### config.mk
export PLATFORM = sky130hd
export DESIGN_NAME = torque_homing
export DESIGN_NICKNAME = d
export VERILOG_FILES = /design/src/include/torque_homing_pkg.sv /design/src/hdl/torque_homing.sv
export VERILOG_INCLUDE_DIRS = /design/src /design/src/include
export SDC_FILE = /design/constraint.sdc
export NUM_CORES = 2
export LEC_CHECK = 0
export BUFFER_PORTS_ARGS = -buffer_cell sky130_fd_sc_hd__buf_2
export CAP_MARGIN = 20
export CORE_ASPECT_RATIO = 1.1
export CORE_UTILIZATION = 25
export CTS_CLUSTER_DIAMETER = 60
export DETAILED_ROUTE_END_ITERATION = 8
export GPL_TIMING_DRIVEN = 0
export HOLD_SLACK_MARGIN = 0.1
export SYNTH_ARGS = -nofsm -noshare
export SYNTH_HDL_FRONTEND = slang
export SYNTH_SLANG_ARGS = --single-unit
### constraint.sdc
create_clock -name clk_sys -period 10.9 [get_ports clk_sys]
set_clock_uncertainty 0.1 [all_clocks]
set_input_delay 0.545 -clock clk_sys [delete_from_list [all_inputs] [get_ports clk_sys]]
set_output_delay 0.545 -clock clk_sys [all_outputs]
set_load 0.05 [all_outputs]
### src/include/torque_homing_params.svh
// Register offsets, field positions, reset values and timing counts
`ifndef TORQUE_HOMING_PARAMS_SVH
`define TORQUE_HOMING_PARAMS_SVH
`define OFS_MODE 8'h00
`define OFS_CTRL 8'h04
`define OFS_CFG 8'h08
`define OFS_TGT_TQ 8'h0c
`define OFS_MAX_TQ 8'h10
`define OFS_SLOPE 8'h14
`define OFS_TQ_WIN 8'h18
`define OFS_TQ_WIN_MS 8'h1c
`define OFS_PEAK_TQ 8'h20
`define OFS_PEAK_MS 8'h24
`define OFS_HOME_OFS 8'h28
`define OFS_HOME_METH 8'h2c
`define OFS_TOL_BAND 8'h30
`define OFS_BLK_CUR 8'h34
`define OFS_BLK_MS 8'h38
`define OFS_STATUS 8'h3c
`define OFS_TQ_DEM 8'h40
`define MODE_TORQUE 8'h04
`define MODE_HOMING 8'h06
`define CTRL_START_BIT 4
`define CTRL_FAULT_CLR_BIT 7
`define CTRL_HALT_BIT 8
`define CFG_CLOSED_LOOP_BIT 0
`define CFG_SUBMODE_BIT 5
`define ST_TGT_BIT 10
`define ST_LIMIT_BIT 11
`define ST_ATT_BIT 12
`define ST_ERR_BIT 13
`define TQ_RATED 16'sh03e8
`define TQ_PER_SEC 16'h03e8
`define RST_MAX_TQ 16'sh03e8
`define RST_PEAK_TQ 16'sh03e8
`define CLK_PERIOD_NS 10
`define MS_TIME_NS 1000000
`define MS_CYCLES (`MS_TIME_NS / `CLK_PERIOD_NS)
`endif

### src/include/torque_homing_pkg.sv
// Types shared by the torque and homing mode logic
package torque_homing_pkg;
  typedef struct packed {
    logic wr;
    logic rd;
    logic [7:0] addr;
    logic [31:0] wdata;
  } bus_req_t;

  typedef enum logic [2:0] {
    H_IDLE = 3'b000,
    H_SEARCH = 3'b001,
    H_BLOCK = 3'b010,
    H_INDEX = 3'b011,
    H_DONE = 3'b100,
    H_ERR = 3'b101
  } home_state_t;

  typedef enum logic [2:0] {
    K_LIMIT = 3'b000,
    K_HOME = 3'b001,
    K_INDEX = 3'b010,
    K_HERE = 3'b011,
    K_BAD = 3'b100
  } home_kind_t;
endpackage

### src/hdl/torque_homing.sv
// Profile torque and homing mode logic with its register port
`timescale 1ns/10ps
`include "torque_homing_params.svh"
module torque_homing #(
  parameter int MS_CYC = `MS_CYCLES
) (
  input wire logic clk_sys,
  input wire logic srst,
  input wire torque_homing_pkg::bus_req_t bus,
  output logic [31:0] rdata,
  input wire logic signed [15:0] torque_act,
  input wire logic [15:0] motor_cur,
  input wire logic speed_zero,
  input wire logic signed [31:0] pos_act,
  input wire logic lim_neg_pin,
  input wire logic lim_pos_pin,
  input wire logic home_pin,
  input wire logic index_pin,
  output logic signed [15:0] torque_dem,
  output logic speed_limit_en,
  output logic field_weak_en,
  output logic move_en,
  output logic move_dir,
  output logic move_slow,
  output logic zero_load,
  output logic signed [31:0] zero_value,
  output logic fault
);
  logic [7:0] mode_q;
  logic [15:0] ctrl_q, cfg_q, slope_q, win_q, win_ms_q, peak_ms_q;
  logic [15:0] blk_cur_q, blk_ms_q;
  logic signed [15:0] tgt_q, max_q, peak_q;
  logic signed [31:0] home_ofs_q, band_q, lim_pos_cap_q;
  logic signed [7:0] meth_q;
  logic [3:0] sync1_q, sync2_q;
  logic idx_prev_q, lim_prev_q, attained_q, fault_q;
  logic [31:0] ms_cnt_q;
  logic tick;
  logic [15:0] win_cnt_q, blk_cnt_q;
  logic signed [15:0] dem_q, cap, lim, tgt_clamp, ramp_tgt, step, diff;
  logic tq_mode, hm_mode, halt, start, closed_loop, submode, reached, over;
  logic [15:0] status;
  torque_homing_pkg::home_state_t st_q;
  torque_homing_pkg::home_kind_t kind;
  logic [7:0] m_abs;
  logic on_block, use_index, dir_pos, hit, lim_neg_s, lim_pos_s, home_s, idx_rise;
  logic signed [31:0] dpos;
  logic tol_exceed;
  logic st_q_next_done;

  // Pins cross into the clock domain through two flops each
  genvar g;
  for (g = 0; g < 4; g++)
  begin : g_sync
    always_ff @(posedge clk_sys)
    begin
      if (srst)
      begin
        sync1_q[g] <= 1'b0;
        sync2_q[g] <= 1'b0;
      end
      else
      begin
        sync1_q[g] <= (g == 0) ? lim_neg_pin : (g == 1) ? lim_pos_pin :
                      (g == 2) ? home_pin : index_pin;
        sync2_q[g] <= sync1_q[g];
      end
    end
  end
  assign lim_neg_s = sync2_q[0];
  assign lim_pos_s = sync2_q[1];
  assign home_s = sync2_q[2];

  // Field decode of the control and configuration words
  assign tq_mode = (mode_q == `MODE_TORQUE);
  assign hm_mode = (mode_q == `MODE_HOMING);
  assign halt = ctrl_q[`CTRL_HALT_BIT];
  assign start = ctrl_q[`CTRL_START_BIT];
  assign closed_loop = cfg_q[`CFG_CLOSED_LOOP_BIT];
  assign submode = cfg_q[`CFG_SUBMODE_BIT];

  // Register writes; a write of the fault-clear bit is a one-shot
  always_ff @(posedge clk_sys)
  begin
    if (srst)
    begin
      mode_q <= 8'h00;
      ctrl_q <= 16'h0000;
      cfg_q <= 16'h0000;
      tgt_q <= 16'sh0000;
      max_q <= `RST_MAX_TQ;
      slope_q <= 16'h0000;
      win_q <= 16'h0000;
      win_ms_q <= 16'h0000;
      peak_q <= `RST_PEAK_TQ;
      peak_ms_q <= 16'h0000;
      home_ofs_q <= 32'sh0000_0000;
      meth_q <= 8'sh00;
      band_q <= 32'sh0000_0000;
      blk_cur_q <= 16'hffff;
      blk_ms_q <= 16'h0000;
    end
    else if (bus.wr)
    begin
      unique case (bus.addr)
        `OFS_MODE: mode_q <= bus.wdata[7:0];
        `OFS_CTRL: ctrl_q <= bus.wdata[15:0];
        `OFS_CFG: cfg_q <= bus.wdata[15:0];
        `OFS_TGT_TQ: tgt_q <= bus.wdata[15:0];
        `OFS_MAX_TQ: max_q <= bus.wdata[15:0];
        `OFS_SLOPE: slope_q <= bus.wdata[15:0];
        `OFS_TQ_WIN: win_q <= bus.wdata[15:0];
        `OFS_TQ_WIN_MS: win_ms_q <= bus.wdata[15:0];
        `OFS_PEAK_TQ: peak_q <= bus.wdata[15:0];
        `OFS_PEAK_MS: peak_ms_q <= bus.wdata[15:0];
        `OFS_HOME_OFS: home_ofs_q <= bus.wdata;
        `OFS_HOME_METH: meth_q <= bus.wdata[7:0];
        `OFS_TOL_BAND: band_q <= bus.wdata;
        `OFS_BLK_CUR: blk_cur_q <= bus.wdata[15:0];
        `OFS_BLK_MS: blk_ms_q <= bus.wdata[15:0];
        default: ;
      endcase
    end
  end

  // Read data stands one cycle after the strobe; unmapped reads give zero
  always_ff @(posedge clk_sys)
  begin
    if (srst)
      rdata <= 32'h0000_0000;
    else if (bus.rd)
    begin
      unique case (bus.addr)
        `OFS_MODE: rdata <= {24'h000000, mode_q};
        `OFS_CTRL: rdata <= {16'h0000, ctrl_q};
        `OFS_CFG: rdata <= {16'h0000, cfg_q};
        `OFS_TGT_TQ: rdata <= {{16{tgt_q[15]}}, tgt_q};
        `OFS_MAX_TQ: rdata <= {{16{max_q[15]}}, max_q};
        `OFS_SLOPE: rdata <= {16'h0000, slope_q};
        `OFS_TQ_WIN: rdata <= {16'h0000, win_q};
        `OFS_TQ_WIN_MS: rdata <= {16'h0000, win_ms_q};
        `OFS_PEAK_TQ: rdata <= {{16{peak_q[15]}}, peak_q};
        `OFS_PEAK_MS: rdata <= {16'h0000, peak_ms_q};
        `OFS_HOME_OFS: rdata <= home_ofs_q;
        `OFS_HOME_METH: rdata <= {{24{meth_q[7]}}, meth_q};
        `OFS_TOL_BAND: rdata <= band_q;
        `OFS_BLK_CUR: rdata <= {16'h0000, blk_cur_q};
        `OFS_BLK_MS: rdata <= {16'h0000, blk_ms_q};
        `OFS_STATUS: rdata <= {16'h0000, status};
        `OFS_TQ_DEM: rdata <= {{16{dem_q[15]}}, dem_q};
        default: rdata <= 32'h0000_0000;
      endcase
    end
  end

  // Millisecond tick paces the ramp, the window timer and the block hold
  always_ff @(posedge clk_sys)
  begin
    if (srst || tick)
      ms_cnt_q <= 32'h0000_0000;
    else
      ms_cnt_q <= ms_cnt_q + 32'h0000_0001;
  end
  assign tick = (ms_cnt_q == 32'(MS_CYC - 1));

  // Limits: all in thousandths of rated; peak only counts with a duration set
  always_comb
  begin
    cap = (peak_ms_q != 16'h0000) ? peak_q : `TQ_RATED;
    lim = (max_q < cap) ? max_q : cap;
    tgt_clamp = (tgt_q > lim) ? lim : (tgt_q < -lim) ? -lim : tgt_q;
    // Halt set ramps to zero, halt cleared ramps to the preset target
    ramp_tgt = (tq_mode && !halt) ? tgt_clamp : 16'sh0000;
    step = 16'(slope_q / `TQ_PER_SEC);
    if (step == 16'sh0000)
      step = 16'sh0001;
    diff = ramp_tgt - dem_q;
  end

  // Ramp generator moves the demand by the slope share of one millisecond
  always_ff @(posedge clk_sys)
  begin
    if (srst)
      dem_q <= 16'sh0000;
    else if (tick)
    begin
      if (diff > step)
        dem_q <= dem_q + step;
      else if (diff < -step)
        dem_q <= dem_q - step;
      else
        dem_q <= ramp_tgt;
    end
  end
  assign torque_dem = dem_q;

  // Actual torque must stay in the window for the window time
  always_ff @(posedge clk_sys)
  begin
    if (srst)
      win_cnt_q <= 16'h0000;
    else if (tick)
    begin
      if ((torque_act - dem_q <= $signed(win_q)) && (dem_q - torque_act <= $signed(win_q)))
        win_cnt_q <= (win_cnt_q == 16'hffff) ? win_cnt_q : win_cnt_q + 16'h0001;
      else
        win_cnt_q <= 16'h0000;
    end
  end
  assign reached = (dem_q == tgt_clamp) && (win_cnt_q >= win_ms_q);
  assign over = tgt_q > max_q;

  // Submode steers the outer velocity loop
  assign speed_limit_en = tq_mode && !submode;
  assign field_weak_en = tq_mode && !submode;

  // Homing method decode; negative codes swap the limit for a block
  always_comb
  begin
    m_abs = meth_q[7] ? 8'(-meth_q) : 8'(meth_q);
    on_block = meth_q[7];
    use_index = (m_abs >= 8'h01 && m_abs <= 8'h0e) || m_abs == 8'h21 || m_abs == 8'h22;
    dir_pos = m_abs[0] == 1'b0;
    if (m_abs == 8'h01 || m_abs == 8'h02 || m_abs == 8'h11 || m_abs == 8'h12)
      kind = torque_homing_pkg::K_LIMIT;
    else if ((m_abs >= 8'h03 && m_abs <= 8'h0e) || (m_abs >= 8'h13 && m_abs <= 8'h1e))
      kind = torque_homing_pkg::K_HOME;
    else if (m_abs == 8'h21 || m_abs == 8'h22)
      kind = torque_homing_pkg::K_INDEX;
    else if (m_abs == 8'h23 && !on_block)
      kind = torque_homing_pkg::K_HERE;
    else
      kind = torque_homing_pkg::K_BAD;
    hit = (kind == torque_homing_pkg::K_HOME) ? home_s :
          on_block ? (motor_cur > blk_cur_q) :
          dir_pos ? lim_pos_s : lim_neg_s;
  end
  assign idx_rise = sync2_q[3] && !idx_prev_q;

  // Tolerance band: position is captured as a limit switch is reached
  always_ff @(posedge clk_sys)
  begin
    if (srst)
    begin
      lim_prev_q <= 1'b0;
      idx_prev_q <= 1'b0;
      lim_pos_cap_q <= 32'sh0000_0000;
    end
    else
    begin
      lim_prev_q <= lim_neg_s || lim_pos_s;
      idx_prev_q <= sync2_q[3];
      if ((lim_neg_s || lim_pos_s) && !lim_prev_q)
        lim_pos_cap_q <= pos_act;
    end
  end
  assign dpos = pos_act - lim_pos_cap_q;
  assign tol_exceed = lim_prev_q && (dpos > band_q || -dpos > band_q);

  // Fault drops move_en in homing, torque demand is not held; the exceed event wins over a clear
  always_ff @(posedge clk_sys)
  begin
    if (srst)
      fault_q <= 1'b0;
    else if (tol_exceed)
      fault_q <= 1'b1;
    else if (bus.wr && bus.addr == `OFS_CTRL && bus.wdata[`CTRL_FAULT_CLR_BIT])
      fault_q <= 1'b0;
  end
  assign fault = fault_q;

  // Homing sequence runs only while the start bit stays set
  always_ff @(posedge clk_sys)
  begin
    if (srst)
    begin
      st_q <= torque_homing_pkg::H_IDLE;
      blk_cnt_q <= 16'h0000;
      move_dir <= 1'b0;
    end
    else if (!hm_mode)
      st_q <= torque_homing_pkg::H_IDLE;
    else
    begin
      unique case (st_q)
        torque_homing_pkg::H_IDLE:
          if (start)
          begin
            move_dir <= dir_pos;
            if (kind == torque_homing_pkg::K_BAD || (on_block && !closed_loop))
              st_q <= torque_homing_pkg::H_ERR;
            else if (kind == torque_homing_pkg::K_HERE)
              st_q <= torque_homing_pkg::H_DONE;
            else if (kind == torque_homing_pkg::K_INDEX)
              st_q <= torque_homing_pkg::H_INDEX;
            else
              st_q <= torque_homing_pkg::H_SEARCH;
          end
        torque_homing_pkg::H_SEARCH:
          if (!start)
            st_q <= torque_homing_pkg::H_IDLE;
          else if (fault_q)
            st_q <= torque_homing_pkg::H_ERR;
          else if (hit && on_block)
          begin
            blk_cnt_q <= 16'h0000;
            st_q <= torque_homing_pkg::H_BLOCK;
          end
          else if (hit)
            st_q <= use_index ? torque_homing_pkg::H_INDEX : torque_homing_pkg::H_DONE;
          else if (kind == torque_homing_pkg::K_HOME && (lim_neg_s || lim_pos_s))
            move_dir <= lim_neg_s; // Reverse off a limit while hunting the home switch
        torque_homing_pkg::H_BLOCK:
          if (!start)
            st_q <= torque_homing_pkg::H_IDLE;
          // The first tick after entry is a partial millisecond, so one more tick is waited
          else if (blk_cnt_q >= blk_ms_q && tick)
            st_q <= use_index ? torque_homing_pkg::H_INDEX : torque_homing_pkg::H_DONE;
          else if (tick)
            blk_cnt_q <= blk_cnt_q + 16'h0001;
        torque_homing_pkg::H_INDEX:
          if (!start)
            st_q <= torque_homing_pkg::H_IDLE;
          else if (fault_q)
            st_q <= torque_homing_pkg::H_ERR;
          else if (idx_rise)
            st_q <= torque_homing_pkg::H_DONE;
        torque_homing_pkg::H_DONE, torque_homing_pkg::H_ERR:
          if (!start)
            st_q <= torque_homing_pkg::H_IDLE;
        default: st_q <= torque_homing_pkg::H_IDLE;
      endcase
    end
  end

  // Motion requests toward the drive's position loop
  assign move_en = hm_mode && !fault_q && (st_q == torque_homing_pkg::H_SEARCH ||
                   st_q == torque_homing_pkg::H_BLOCK || st_q == torque_homing_pkg::H_INDEX);
  assign move_slow = (st_q == torque_homing_pkg::H_INDEX);

  // Attained flag and the zero load pulse on completion
  always_ff @(posedge clk_sys)
  begin
    if (srst)
    begin
      attained_q <= 1'b0;
      zero_load <= 1'b0;
      zero_value <= 32'sh0000_0000;
    end
    else
    begin
      zero_load <= 1'b0;
      if (hm_mode && st_q != torque_homing_pkg::H_DONE && st_q_next_done)
      begin
        attained_q <= 1'b1;
        zero_load <= 1'b1;
        zero_value <= home_ofs_q;
      end
      else if (st_q == torque_homing_pkg::H_SEARCH || st_q == torque_homing_pkg::H_ERR)
        attained_q <= 1'b0;
    end
  end

  // Mirrors every transition of the sequence into the done state
  assign st_q_next_done = start && (
    (st_q == torque_homing_pkg::H_IDLE && kind == torque_homing_pkg::K_HERE) ||
    (st_q == torque_homing_pkg::H_SEARCH && !fault_q && hit && !on_block && !use_index) ||
    (st_q == torque_homing_pkg::H_BLOCK && blk_cnt_q >= blk_ms_q && tick && !use_index) ||
    (st_q == torque_homing_pkg::H_INDEX && !fault_q && idx_rise));

  // Status word: mode decides what bits 10 to 13 mean
  always_comb
  begin
    status = 16'h0000;
    if (tq_mode)
    begin
      status[`ST_TGT_BIT] = halt ? speed_zero : reached;
      status[`ST_LIMIT_BIT] = over;
    end
    else if (hm_mode)
    begin
      status[`ST_ERR_BIT] = (st_q == torque_homing_pkg::H_ERR);
      status[`ST_ATT_BIT] = attained_q;
      status[`ST_TGT_BIT] = (st_q == torque_homing_pkg::H_IDLE) ||
        ((st_q == torque_homing_pkg::H_DONE || st_q == torque_homing_pkg::H_ERR) && speed_zero);
    end
  end

  // Checks on the behaviour above
  property p_limit_bit;
    @(posedge clk_sys) disable iff (srst) tq_mode |-> status[`ST_LIMIT_BIT] == (tgt_q > max_q);
  endproperty
  a_limit_bit: assert property (p_limit_bit) else $error("limit bit wrong");
  property p_dem_bound;
    @(posedge clk_sys) disable iff (srst) tick |=> (dem_q <= $past(lim) || dem_q <= $past(dem_q));
  endproperty
  a_dem_bound: assert property (p_dem_bound) else $error("demand above limit");
  property p_halt_ramp;
    @(posedge clk_sys) disable iff (srst)
      (tq_mode && halt && tick && dem_q > 16'sh0000) |=> dem_q < $past(dem_q);
  endproperty
  a_halt_ramp: assert property (p_halt_ramp) else $error("halt did not ramp down");
  property p_reached;
    @(posedge clk_sys) disable iff (srst)
      (tq_mode && !halt && status[`ST_TGT_BIT]) |-> win_cnt_q >= win_ms_q;
  endproperty
  a_reached: assert property (p_reached) else $error("reached too early");
  property p_run_clears;
    @(posedge clk_sys) disable iff (srst)
      (st_q == torque_homing_pkg::H_SEARCH) ##1 (st_q == torque_homing_pkg::H_SEARCH) |-> !attained_q;
  endproperty
  a_run_clears: assert property (p_run_clears) else $error("attained kept in run");
  property p_err_bits;
    @(posedge clk_sys) disable iff (srst)
      (hm_mode && st_q == torque_homing_pkg::H_ERR) ##1 (st_q == torque_homing_pkg::H_ERR)
      |-> status[`ST_ERR_BIT:`ST_ATT_BIT] == 2'b10;
  endproperty
  a_err_bits: assert property (p_err_bits) else $error("error pattern wrong");
  property p_done_load;
    @(posedge clk_sys) disable iff (srst)
      $rose(zero_load) |-> ##[0:1] (st_q == torque_homing_pkg::H_DONE && zero_value == home_ofs_q);
  endproperty
  a_done_load: assert property (p_done_load) else $error("offset not loaded");
  property p_block_closed;
    @(posedge clk_sys) disable iff (srst) st_q == torque_homing_pkg::H_BLOCK |-> closed_loop;
  endproperty
  a_block_closed: assert property (p_block_closed) else $error("block in open loop");
  property p_tol;
    @(posedge clk_sys) disable iff (srst) tol_exceed |=> fault && !move_en;
  endproperty
  a_tol: assert property (p_tol) else $error("band exceed not faulted");
  property p_stop;
    @(posedge clk_sys) disable iff (srst)
      (hm_mode && st_q == torque_homing_pkg::H_SEARCH && !start) |=> st_q == torque_homing_pkg::H_IDLE;
  endproperty
  a_stop: assert property (p_stop) else $error("homing kept without start");
  property p_submode;
    @(posedge clk_sys) disable iff (srst) (tq_mode && submode) |-> !speed_limit_en && !field_weak_en;
  endproperty
  a_submode: assert property (p_submode) else $error("extras in true torque");
endmodule

==> results_dict.tcl <==
set metrics [dict create \
    hold_viol 0 \
    yosysSeqAreaShare_pct 27.7 \
    worstHoldPathCells 3 \
    fin_area_sq_um 38800 \
    synth_cells 4369 \
    ir_worst_vdd_mv 0.112 \
    ys.flop_type "dfxtp_1" \
    r2r_setup_slack_ns 0.43 \
    path_class "reg -> reg" \
    finalCritPeriodShare_pct 96.1 \
    final_max_slew_viol_count 0 \
    synth_edf_count 0 \
    num_vias 34200 \
    power_density_nw_per_um2 105 \
    netlist_area_sq_um 32500 \
    min_period_ns 10.47 \
    clk_latency_ns 0.66 \
    cts_made_buffers 55 \
    die_area_sq_um 131000 \
    hp-class "in -> reg" \
    drt_iter0_markers 3644 \
    core_sq_um 129000 \
    fin_nets 5173 \
    timing.fmax_mhz 95.5 \
    gp_congestion 1.01 \
    end_kind "flip-flop" \
    cts.htree.levels 2 \
    reg2reg_from "peak_ms_q[15]" \
    pre_cts_slack_ns -3.61 \
    die_h_um 380 \
    ant_nets 0 \
    yosys_warnings 0 \
    clock-sinks 449 \
    p_leak_nw 14.6 \
    worst_slack_ns 0.428 \
    wire_per_inst_um 21.4 \
    wl_um 138000 \
    async_flop_share_pct 0 \
    vias_per_cell 5.29 \
    dpl.hpwl_um 110000 \
    holdWs_ns 0.120 \
    ys_ff_latch 449 \
    cts_max_path_buffers 3 \
    rows 138 \
    critPathArrivalTime_ns 10.93 \
    grt_pass1_vias 32100 \
    crit_path_top_delay_cell "mux2i_1" \
    critPathLaunchType "flip-flop" \
    antenna_found_initial 19 \
    path_common_cell "ha_1" \
    cp-endpoint "torque_dem[1]" \
    start_util_pct 25.2 \
    drc 0 \
    setup_viol 0 \
    run_status "finished clean" \
    grt_max_degree 17 \
    crit_fanout 10 \
    dieWidth_um 346 \
    critPathMaxStageDelay_ns 0.47 \
    cts_tree "built" \
    clk_pin_slew_ns 0.07 \
    syn_avg_cell_area_sq_um 7.43 \
    r2r_end "torque_dem[1]" \
    postPlaceCellArea_sq_um 35600 \
    portBuffers 197 \
    tightest_slew_ns 1.25 \
    synthDistinctLibCells 100 \
    grt_pass1_wl_um 204000 \
    firstDrtPassIters 9 \
    rr_worst_depth 44 \
    syn2layout_area_growth_pct 19.5 \
    cts_root_buf "clkbuf_16" \
    grt_use_total_pct 20.3 \
    overflow 0 \
    layout-drive-gt1-share_pct 9.82 \
    cp.required_ns 11.36 \
    slew-limit-headroom_pct 16.6 \
    startpoint "peak_ms_q[15]" \
    cap_violations 0 \
    io-pin-count 200 \
    fill_cells 14100 \
]
[per-stage QoR]
stage	instances	setup TNS, ns	util, %	power [W]
after global routing	6455	-0.0380	30.1	0.00423
after CTS	6444	0	29.9	0.00410
after detailed placement	6254	-53.52	27.7	0.00222
final	6460	0	30.1	0.00408
after global placement	6250	-50.79	27.6	0.00221
after floorplan	4373	0	-	0.00205
[placed cells by master, fill, tap and decap left out, drive strengths merged, types with 70 or more instances in the layout]
cell	n
clkbuf	287
nand4	80
o21ai	165
a21oi	487
inv	267
xnor2	130
nor2	367
nand3	96
nand2	732
ha	324
a21o	71
buf	268
dfxtp	449
a22oi	70
[cells in the mapped netlist (10+ instances only)]
library cell,n,area [sq um]
a211o_1,20,175
a211oi_1,26,195
a21o_1,71,533
a21oi_1,485,2430
a221oi_1,34,298
a222oi_1,15,150
a22o_1,15,131
a22oi_1,70,526
a31oi_1,35,219
and2_1,27,169
and3_1,40,250
and4_1,13,114
buf_2,13,65.1
clkbuf_1,219,822
dfxtp_1,449,8990
ha_1,324,4050
inv_1,258,968
mux2i_1,53,531
nand2_1,731,2740
nand2b_1,41,257
nand3_1,95,475
nand3b_1,20,150
nand4_1,79,494
nor2_1,367,1380
nor2b_1,69,432
nor3_1,65,325
nor3b_1,11,82.6
nor4_1,32,200
o211ai_1,25,188
o21a_1,58,435
o21ai_0,156,781
o21bai_1,15,113
o22ai_1,10,62.6
o31ai_1,21,158
or2_2,14,87.6
or3_1,32,200
or4_1,11,82.6
xnor2_1,129,1130
xor2_1,67,587
[flip-flops by register name, indices dropped and copies added, names as in the netlist, 16 cells and up]
signal	cells
torque_dem	16
home_ofs_q	32
zero_value	32
rdata	32
blk_ms_q	16
win_cnt_q	16
slope_q	16
max_q	16
band_q	32
peak_q	16
win_ms_q	16
lim_pos_cap_q	32
ms_cnt_q	32
tgt_q	16
ctrl_q	16
win_q	16
blk_cnt_q	16
blk_cur_q	16
cfg_q	16
peak_ms_q	16
[worst min-delay path by stage]
stage	from	to	slack, ns
after global routing	bus[6]	home_ofs_q[6]	0.12
after floorplan	sync1_q[2]	home_s	0.31
after global placement	sync1_q[0]	lim_neg_s	0.32
final	bus[13]	band_q[13]	0.12
after detailed placement	sync1_q[0]	lim_neg_s	0.33
after CTS	bus[6]	band_q[6]	0.10
[area by class of cell]
type                    instances  area (sq um)  share of cell area, %
clock inverters                30           315                  0.813
clock buffers                  72          1500                   3.87
repair buffers                302          1940                   4.99
inverters                     258           971                   2.50
flip-flops and latches        449          8990                   23.2
diodes                          5          12.5                 0.0323
well taps                    1680          2100                   5.42
plain buffers                 241          1020                   2.63
multi-input cells            3423         21900                   56.6
[cells by family after synthesis]
group	share of synthesized area (%)
XOR/XNOR	5.34
adder cells (fa/ha/maj)	12.9
AND/OR/NAND/NOR	23.6
flip-flops	27.7
other	0.0115
multiplexers	2.03
AO/OA/AOI/OAI	22.6
buffers and inverters	5.91
[repair_timing]
item                                    4_1_cts  5_1_grt
hold buffers                                 60        0
resized for setup                            71       56
endpoints found under the setup margin       16       16
pin swaps                                    19       27
endpoints found under the hold margin        83        0
buffers inserted                             29       10
[worst max-delay path, delay by kind of cell, from the launching register on]
family | cells | cell delay [ns]
buffers and inverters | 7 | 1.18
adder cells (fa/ha/maj) | 5 | 1.67
AND/OR/NAND/NOR | 14 | 3.27
flip-flops | 1 | 0.39
AO/OA/AOI/OAI | 15 | 2.60
multiplexers | 3 | 1.13
[power by group]
group          internal, W  total (W)  switching [W]
registers          0.00165    0.00166     0.00000771
clock network      0.00104    0.00186       0.000823
logic             0.000219   0.000562       0.000344
[metal layers]
| metal | up-vias | share of wire [%] | global-route usage (%) |
|---|---|---|---|
| li1 | 16100 | - | - |
| met1 | 16100 | 40 | 25.8 |
| met2 | 1562 | 44 | 32.4 |
| met3 | 343 | 10 | 4.72 |
| met4 | 14 | 5.0 | 9.01 |
| met5 | - | 0.055 | 0 |
Note: power is estimated with default switching activity, not from simulation.
